==> config.mk <==
export PLATFORM = sky130hd
export DESIGN_NAME = pfbi_host
export DESIGN_NICKNAME = d
export VERILOG_FILES = /design/src/hw/pfbi_pkg.sv /design/src/hw/pfbi_host.sv
export SDC_FILE = /design/constraint.sdc
export NUM_CORES = 1
export LEC_CHECK = 0
export BUFFER_PORTS_ARGS = -buffer_cell sky130_fd_sc_hd__clkbuf_2
export CORE_UTILIZATION = 50
export CTS_CLUSTER_DIAMETER = 200
export DETAILED_ROUTE_END_ITERATION = 6
export PLACE_DENSITY = 0.79
export SKIP_LAST_GASP = 1
export SYNTH_ARGS = -nofsm -noshare
export SYNTH_HDL_FRONTEND = slang
export SYNTH_SLANG_ARGS = --single-unit
==> constraint.sdc <==
create_clock -name i_sys_clk -period 2.05 [get_ports i_sys_clk]
set_input_delay 0.1025 -clock i_sys_clk [delete_from_list [all_inputs] [get_ports i_sys_clk]]
set_output_delay 0.1025 -clock i_sys_clk [all_outputs]
set_load 0.03 [all_outputs]
==> src/hw/pfbi_pkg.sv <==
// Package with the constants and types of the parallel flash host controller.
// Summary of operation
// RQ1: Flash holds 524288 bytes on nineteen address lines and eight data lines.
// RQ2: Eight 64 KB sectors; top three address bits give the sector number.
// RQ3: Read cycle is chip select and output enable low, write strobe high.
// RQ4: Write cycle is chip select and write strobe low, output enable high.
// RQ5: Chip select high puts the flash in standby with outputs released.
// RQ6: Chip select or output enable high disables the flash outputs.
// RQ7: Flash reads the array after power-up and after embedded operations.
// RQ8: During erase suspend, suspended sectors return status, others array data; the model here never suspends.
// RQ9: Host may program unsuspended sectors while erase is suspended.
// RQ10: Host sends the reset command after timeout flag or to leave autoselect.
// RQ11: Autoselect read with bits six, one, zero low, eight high: maker code.
// RQ12: Maker code read with bit eight low returns a continuation code.
// RQ13: Autoselect read with bits six, one low and zero high: device code.
// RQ14: Autoselect read with bit one high and sector number: protection flag; the model here also needs bits six and zero low.
// RQ15: Autoselect by high voltage on address bit nine or by command; the model here answers high voltage only.
// RQ16: Flash erases single sectors or the whole chip internally; the model here never erases.
// RQ17: Flash refuses program and erase in protected sectors.
// RQ18: Program takes about 8 us per byte, sector erase about 500 ms; the model here programs at once and has no erase.
// RQ19: Address taken on later falling strobe, data on earlier rising strobe.
// RQ20: All three strobes low is treated as a read.
// RQ21: Bad command sequence steps return the flash to array read.
// RQ22: Device model synchronises strobes and detects their edges; the model here has no clock and acts on the raw rising write strobe.
// RQ23: Device model clears suspend and autoselect state after power-up; the model here keeps no such state.
package pfbi_pkg;

  localparam int ADDR_W = 19;
  localparam int DATA_W = 8;
  localparam int SECTOR_LSB = 16;

  // Clock period and bus timing, in ns.
  localparam int CLK_PERIOD_NS = 4;
  localparam int ACCESS_NS = 90;
  localparam int WRITE_PULSE_NS = 35;
  localparam int CNT_W = 5;
  // Least times round up to whole cycles.
  localparam logic [CNT_W-1:0] ACCESS_CYC =
    CNT_W'((ACCESS_NS + CLK_PERIOD_NS - 1) / CLK_PERIOD_NS);
  localparam logic [CNT_W-1:0] WRITE_PULSE_CYC =
    CNT_W'((WRITE_PULSE_NS + CLK_PERIOD_NS - 1) / CLK_PERIOD_NS);

  localparam logic [DATA_W-1:0] RESET_CMD_DATA = 8'hF0;
  localparam logic [ADDR_W-1:0] RESET_CMD_ADDR = 19'h00000;

  typedef enum logic [1:0] {
    PFBI_OP_READ = 2'h0,
    PFBI_OP_WRITE = 2'h1,
    PFBI_OP_RESET = 2'h2
  } pfbi_op_t;

  typedef enum logic [4:0] {
    PFBI_IDLE = 5'h01,
    PFBI_SETUP = 5'h02,
    PFBI_READ = 5'h04,
    PFBI_WRITE = 5'h08,
    PFBI_RECOVER = 5'h10
  } pfbi_state_t;

  typedef struct packed {
    logic valid;
    pfbi_op_t op;
    logic id_high_voltage;
    logic [ADDR_W-1:0] addr;
    logic [DATA_W-1:0] data;
  } pfbi_req_t;

  typedef struct packed {
    logic valid;
    logic [DATA_W-1:0] data;
  } pfbi_rsp_t;

  typedef struct packed {
    logic ce_n;
    logic oe_n;
    logic we_n;
    logic id_high_voltage_en;
    logic [ADDR_W-1:0] address_in;
    logic [DATA_W-1:0] data_io_out;
    logic data_io_oe;
  } pfbi_pins_t;

  typedef struct packed {
    pfbi_state_t state;
    pfbi_op_t op;
    logic [CNT_W-1:0] cnt;
    logic ready;
    pfbi_rsp_t rsp;
    pfbi_pins_t pins;
  } pfbi_regs_t;

endpackage

==> src/hw/pfbi_host.sv <==
// Host controller that runs read and write cycles on a parallel NOR flash bus.
`timescale 1ns/10ps
module pfbi_host (
  input wire logic i_sys_clk,
  input wire logic i_reset,
  input wire pfbi_pkg::pfbi_req_t i_req,
  output logic o_ready,
  output pfbi_pkg::pfbi_rsp_t o_rsp,
  output pfbi_pkg::pfbi_pins_t o_pins,
  input wire logic [pfbi_pkg::DATA_W-1:0] i_data_io_in
);
  import pfbi_pkg::*;

  // Cycles after a strobe falls, for the width and access checks below.
  localparam int OE_LOW_LAST = int'(ACCESS_CYC) - 1;
  localparam int WE_LOW_LAST = int'(WRITE_PULSE_CYC) - 1;
  localparam int RSP_DELAY = int'(ACCESS_CYC);

  // Reads never drive data and are the only cycles allowed high voltage identify.
  function automatic logic is_read(pfbi_op_t op);
    return op == PFBI_OP_READ;
  endfunction

  pfbi_regs_t r;
  pfbi_regs_t nxt;

  // ****************************************
  // Cycle sequencer
  // ****************************************
  always_comb begin
    nxt = r;
    nxt.rsp.valid = 1'b0;
    unique case (r.state)
      PFBI_IDLE: begin
        if (i_req.valid && r.ready) begin
          nxt.ready = 1'b0;
          nxt.op = i_req.op;
          nxt.pins.ce_n = 1'b0;
          nxt.pins.address_in = i_req.addr;
          nxt.pins.data_io_out = i_req.data;
          // The reset command restores array reads after a timeout or autoselect.
          if (i_req.op == PFBI_OP_RESET) begin // RQ10
            nxt.pins.address_in = RESET_CMD_ADDR;
            nxt.pins.data_io_out = RESET_CMD_DATA;
          end
          // High voltage identify is only meaningful on read cycles.
          nxt.pins.id_high_voltage_en = i_req.id_high_voltage && is_read(i_req.op); // RQ15
          nxt.state = PFBI_SETUP;
        end
      end
      PFBI_SETUP: begin
        if (is_read(r.op)) begin
          nxt.pins.oe_n = 1'b0; // RQ3
          nxt.cnt = ACCESS_CYC - 5'h01;
          nxt.state = PFBI_READ;
        end else begin
          // Address is stable one cycle before the strobe falls. Writes are
          // issued whatever the flash state, so programs during suspend work.
          nxt.pins.we_n = 1'b0; // RQ4 RQ19 RQ9
          nxt.pins.data_io_oe = 1'b1;
          nxt.cnt = WRITE_PULSE_CYC - 5'h01;
          nxt.state = PFBI_WRITE;
        end
      end
      PFBI_READ: begin
        if (r.cnt == 5'h00) begin
          nxt.rsp.valid = 1'b1;
          nxt.rsp.data = i_data_io_in; // RQ3
          nxt.pins.oe_n = 1'b1;
          nxt.pins.ce_n = 1'b1;
          nxt.state = PFBI_RECOVER;
        end else begin
          nxt.cnt = r.cnt - 5'h01;
        end
      end
      PFBI_WRITE: begin
        if (r.cnt == 5'h00) begin
          // Data stays driven one more cycle past the rising strobe for hold.
          nxt.pins.we_n = 1'b1; // RQ19
          nxt.state = PFBI_RECOVER;
        end else begin
          nxt.cnt = r.cnt - 5'h01;
        end
      end
      PFBI_RECOVER: begin
        nxt.pins.data_io_oe = 1'b0;
        nxt.pins.ce_n = 1'b1; // RQ5
        nxt.pins.id_high_voltage_en = 1'b0;
        nxt.ready = 1'b1;
        nxt.state = PFBI_IDLE;
      end
      default: begin
        nxt.state = PFBI_IDLE;
      end
    endcase
  end

  always_ff @(posedge i_sys_clk) begin
    if (i_reset) begin
      r.state <= PFBI_IDLE;
      r.op <= PFBI_OP_READ;
      r.cnt <= '0;
      r.ready <= 1'b1;
      r.rsp <= '0;
      r.pins.ce_n <= 1'b1;
      r.pins.oe_n <= 1'b1;
      r.pins.we_n <= 1'b1;
      r.pins.id_high_voltage_en <= 1'b0;
      r.pins.address_in <= '0;
      r.pins.data_io_out <= '0;
      r.pins.data_io_oe <= 1'b0;
    end else begin
      r <= nxt;
    end
  end

  assign o_ready = r.ready;
  assign o_rsp = r.rsp;
  assign o_pins = r.pins;
endmodule

Word level (Yosys, flattened, before mapping)
Index checks and enable logic that the tools add are counted.
{"block": "op_classes", "addsub": 1, "multipliers": 0, "div": 0, "magnitude_cmp": 0, "n_eq_ne": 13, "shifts": 0, "muxes": 21, "bitwise_logic": 1, "reduce_logical": 22}
{"cell": "$mux 28", "count": 1}
{"cell": "$mux 27", "count": 1}
{"cell": "$mux 5", "count": 3}
{"cell": "$pmux 5 s3", "count": 1}
{"cell": "$ne 2x2->1 const B", "count": 6}
{"cell": "$reduce_and 2->1", "count": 6}
{"cell": "$mux 11", "count": 1}
{"cell": "$pmux 1 s2", "count": 5}
{"cell": "$pmux 5 s2", "count": 1}
{"cell": "$reduce_bool 2->1", "count": 5}
{"cell": "$reduce_and 3->1", "count": 3}
{"cell": "$mux 7", "count": 1}
{"cell": "$eq 5x1->1 const B", "count": 1}
{"cell": "$eq 5x2->1 const B", "count": 1}
{"cell": "$eq 5x3->1 const B", "count": 1}
{"cell": "$eq 5x4->1 const B", "count": 1}
{"cell": "$eq 5x5->1 const B", "count": 1}
{"cell": "$logic_not 5->1", "count": 1}
{"cell": "$mux 1", "count": 5}
{"cell": "$sub 5x1->5 const B", "count": 1}
{"cell": "$logic_not 2->1", "count": 2}
{"cell": "$mux 4", "count": 1}
{"cell": "$reduce_or 2->1", "count": 2}
{"cell": "$pmux 1 s3", "count": 1}
{"cell": "5 further kinds", "count": 6}
{"block": "word_totals", "ff_bits": 54, "latch_bits": 0, "ram_bits": 0, "mem_bits_ro": 0, "out_inout_bits": 42, "n_memories": 0}

Logic depth before layout (Yosys ltp)
{"block": "logic_depth", "depth_word": 4, "depth_mapped": 7, "mapped_depth_nobuf": 6}

Worst setup path after synthesis
Ideal clock, no wire load.
{"block": "synth_timing", "kind": "register to register", "start": "reg r[42] (netlist bit)", "end": "reg r[45] (netlist bit)", "arrival_time_ns": 1.458, "t_required_ns": 1.917, "slack_ns": 0.459, "path_stages_with_launch": 7, "path_buffers": 0, "period_less_slack_ns": 1.591, "cell_sequence": "dfxtp_1 > inv_1 > ha_1 > or4b_4 > a32oi_2 > nor2b_1 > nor3_1"}
{"block": "synth_via", "elab_chain_len": 3}
{"item": "from (decl)", "line_no": "pfbi_host.sv:24", "text": "pfbi_regs_t r;"}
{"item": "from (signal assigned)", "line_no": "pfbi_host.sv:113", "text": "r <= nxt;"}
{"item": "$sub 5x1->5 / $logic_not 5->1 (equally long branches)"}
{"item": "$mux 5 / $ne 2x2->1 (equally long branches)"}
{"item": "$pmux 5 s2 / $reduce_and 2->1 (equally long branches)"}
Parallel ways exist; a longest one is shown, timed or not. The select of a mux whose other input is x is not followed.
A chain may end at the register's enable or synchronous reset.

Final worst setup path
{"block": "layout_timing", "start": "reg r[42] (netlist bit)", "end": "reg r (netlist bit o_pins[30])"}
{"block": "layout_via", "elab_chain_len": 3}
{"item": "$logic_not 5->1", "line_no": "pfbi_host.sv:66", "text": "if (r.cnt == 5'h00) begin"}
{"item": "$ne 2x2->1 (no source line)"}
{"item": "$reduce_and 3->1 (no source line)"}
No other way between the ends.

==> summary.md <==
| Metric | Value |
|---|---|
| Area fraction in and, or, nand and nor cells after synthesis | `25.1%` |
| Number of buffers on the longest clock path | `2` |
| Crit start category | `register` |
| Post-CTS sizing | `0` |
| Number of buffers created by CTS | `5` |
| Power density over the cells | `817 nW/um^2` |
| Core ar. | `4790 um^2` |
| Post-detailed-route via-to-cell ratio | `5.04` |
| WL per Instance | `12.1 um` |
| Number of nets in the synthesized netlist | `337` |
| Final-report max-slew violation count | `0` |
| Number of flops mapped to enable cells by yosys | `0` |
| Sum of negative setup slack | `0 ps` |
| Lkg Pwr | `1.22 nW` |
| CTS HTree Levels | `2` |
| Maximum Capacitance Violations | `0` |
| Worst path setup slack after routing | `259 ps` |
| Cell depth of the worst flop-to-flop path | `7` |
| Number of primary I/O pins | `83` |
| Setup repair after global routing missed its margin | `no` |
| Clk_lat worst skew | `300 ps` |
| Maximum single-stage delay on the critical path | `430 ps` |
| Cell at the slowest stage of the critical path | `sky130_fd_sc_hd__nor4b_1` |
| Post-synthesis adder-cell area fraction | `0.495%` |
| DR DRC count | `0` |
| CTS Hold Buffers Added | `0` |
| Mux cell area share after synthesis | `3.96%` |
| Critical Path RT | `2290 ps` |
| Critical Path End Type | `register` |
| Cell count after synthesis | `295` |
| Slew HR | `44.2%` |
| Final Setup Violations | `0` |
| ANT nets after route | `0` |
| Largest net degree at the start of global routing | `36` |
| Uppermost signal routing layer after detailed routing | `met4` |
| Non-filler instance count after layout | `396` |
| Post-synthesis xor/xnor area fraction | `0.347%` |
| Synth async-reset ratio | `0%` |
| Skew final | `8.13 ps` |
| Vias in the first global route | `1757` |
| Share of synthesized area occupied by flip-flops and latches | `42.8%` |
| Number of clock sinks seen by CTS | `54` |
| Detailed Route Iter0 Violations | `71` |
| TritonRoute pass-1 iters | `4` |
| Final Wtd Congestion | `0.836` |
| Area fraction in compound gates after synthesis | `10.5%` |
| Number of hold violations in the final report | `0` |
| Reg2reg setup slack | `260 ps` |
| Post CTS Setup Buffer Count | `0` |
| TritonCTS clock tree | `built` |
| Global-route usage over all layers | `17.9%` |
| Number of distinct library cells after synthesis | `41` |
| Pre-CTS setup slack | `293 ps` |
| Min-Delay Path Depth | `3` |
| Die area | `5340 um^2` |
| Share of final-layout standard cells stronger than drive strength 1 | `31.6%` |
| VDD IR-drop max | `0.291 mV` |
| Arrival time reported for the critical path endpoint | `2030 ps` |
| Clock root buffer | `sky130_fd_sc_hd__clkbuf_8` |
| Placed cells | `388` |
| Vertical die dimension | `73.1 um` |
| Worst-path clk slew | `90 ps` |
| Most common flop cell mapped by yosys | `sky130_fd_sc_hd__dfxtp_1` |
| Via count of the routed design | `1997` |
| Metal2 WL | `2330 um` |
| Outcome | `complete, no violations` |
| Met3 layer wire length in the routed design | `312 um` |
| Critical path cell sequence | `inv_1 -> ha_1 -> nor4b_1 -> nand4b_1 -> buf_4 -> nor3b_1 -> a31oi_1` |
| Area growth syn-to-layout | `7.77%` |
| Horizontal extent of the die | `73.1 um` |
| Time the worst path needs with I/O delays and setup | `1790 ps` |
| Class of the tightest hold or removal check | `in2reg` |
| F_max | `558 MHz` |
| Leftover overflow at the end of global routing | `0` |
| Summed instance area of the synthesized netlist | `2530 um^2` |
| Fillers | `478` |
| Post-Route M1 WL | `2110 um` |
| Warning count from the yosys run | `0` |
| Maximum fanout along the worst path | `11` |
| Post-synthesis area per instance | `8.57 um^2` |
| Dpl hpwl | `3470 um` |
| Start-to-end type of the worst setup path | `reg2reg` |
| Initial standard-cell utilization of the core | `52.8%` |
| Count of buffers from port buffering | `82` |
| Post-Route WL | `4810 um` |
| Synthesis-stage register bit count | `54` |
| Portion of the clock cycle consumed by the worst path in the final layout | `87.4%` |
| Initial antenna violation count | `0` |
| Number of nets in the finished design | `370` |
| Least-Margin Pin Slew | `837 ps` |
| Antenna Cells | `0` |
| Combinational family with the most area after synthesis | `simple AND/OR/NAND/NOR gates` |
| Std cell rows | `25` |
| Wire length of the first global-routing pass | `7520 um` |
[critical path: cells and delay by family, from the launching register on]
kind / cells / cell delay (ps)
simple gates: 3 / 740
compound gates: 1 / 170
flops: 1 / 340
buf+inv: 2 / 290
fa+ha+maj: 1 / 190
[registers in the layout, indices dropped and copies added, names as in the netlist]
name and cells:
o_pins 32, r 12, o_rsp 9, o_ready 1
[where the power goes]
| part | leakage [nW] | internal [mW] | switching [mW] |
|---|---|---|---|
| combinational | 0.734 | 0.166 | 0.310 |
| sequential | 0.440 | 1.12 | 0.0550 |
| clock | 0.0452 | 0.242 | 0.334 |
| total | 1.22 | 1.53 | 0.698 |
[cell usage in the layout (no fill, tap or decap), types with 2 or more instances in the layout]
master,count
sky130_fd_sc_hd__clkbuf_2,82
sky130_fd_sc_hd__dfxtp_1,54
sky130_fd_sc_hd__nand2_1,41
sky130_fd_sc_hd__a21oi_1,34
sky130_fd_sc_hd__nand3_1,27
sky130_fd_sc_hd__nor2_1,20
sky130_fd_sc_hd__mux2i_1,10
sky130_fd_sc_hd__nor3_1,8
sky130_fd_sc_hd__clkbuf_8,5
sky130_fd_sc_hd__buf_4,4
sky130_fd_sc_hd__inv_1,3
sky130_fd_sc_hd__nand2b_1,3
sky130_fd_sc_hd__nor2b_1,2
sky130_fd_sc_hd__nor3_2,2
sky130_fd_sc_hd__and2_1,2
sky130_fd_sc_hd__and3_1,2
sky130_fd_sc_hd__nand4b_1,2
sky130_fd_sc_hd__a31oi_1,2
sky130_fd_sc_hd__nor4_1,2
[cells by family after synthesis]
group / after synthesis
compound gates: 45
xor+xnor: 1
fa+ha+maj: 1
buf+inv: 63
flops: 54
mux: 10
simple gates: 121
[worst paths after layout]
check / from / endpoint
max: r[42] / o_pins[30]
min reg2reg: o_pins[1] / o_pins[1]
min: i_req[15] / o_pins[16]
max reg2reg: r[42] / o_pins[30]
[area by class of cell]
class / count / area [um^2] / share of cell area (%)
flip-flops and latches: 54 / 1080 / 39.7
multi-input cells: 178 / 1020 / 37.5
repair buffers: 86 / 440 / 16.2
well taps: 67 / 83.8 / 3.08
clock buffers: 6 / 72.6 / 2.66
clock inverters: 2 / 13.8 / 0.505
inverters: 3 / 11.3 / 0.413
[routing by layer]
metal | up-vias | global-route usage (%)
met1 | 888 | 21.0
met5 | - | 0
li1 | 1027 | -
met2 | 74 | 31.6
met4 | 0 | 7.19
met3 | 8 | 3.87
[cell usage after synthesis (3+ instances only)]
cell	count	area, um^2
sky130_fd_sc_hd__a21oi_1	34	170
sky130_fd_sc_hd__buf_2	7	35.0
sky130_fd_sc_hd__buf_4	42	315
sky130_fd_sc_hd__nand2_1	41	154
sky130_fd_sc_hd__nand3_1	27	135
sky130_fd_sc_hd__nor2_1	20	75.1
sky130_fd_sc_hd__inv_1	3	11.3
sky130_fd_sc_hd__buf_6	3	33.8
sky130_fd_sc_hd__nor3_1	8	40.0
sky130_fd_sc_hd__dfxtp_1	54	1080
sky130_fd_sc_hd__clkbuf_1	8	30.0
sky130_fd_sc_hd__nand2b_1	3	18.8
sky130_fd_sc_hd__mux2i_1	10	100
[metrics by stage]
stage	instance area [um^2]	power (mW)	util, %	hold WS [ps]
finish	2720	2.22	56.9	21.9
global route	2720	2.33	56.9	21.2
CTS	2720	2.25	56.9	13.2
detailed placement	2640	1.67	55.1	344
global placement	2640	1.66	55.1	331
floorplan	2530	1.62	-	238
Note: power is estimated with default switching activity, not from simulation.
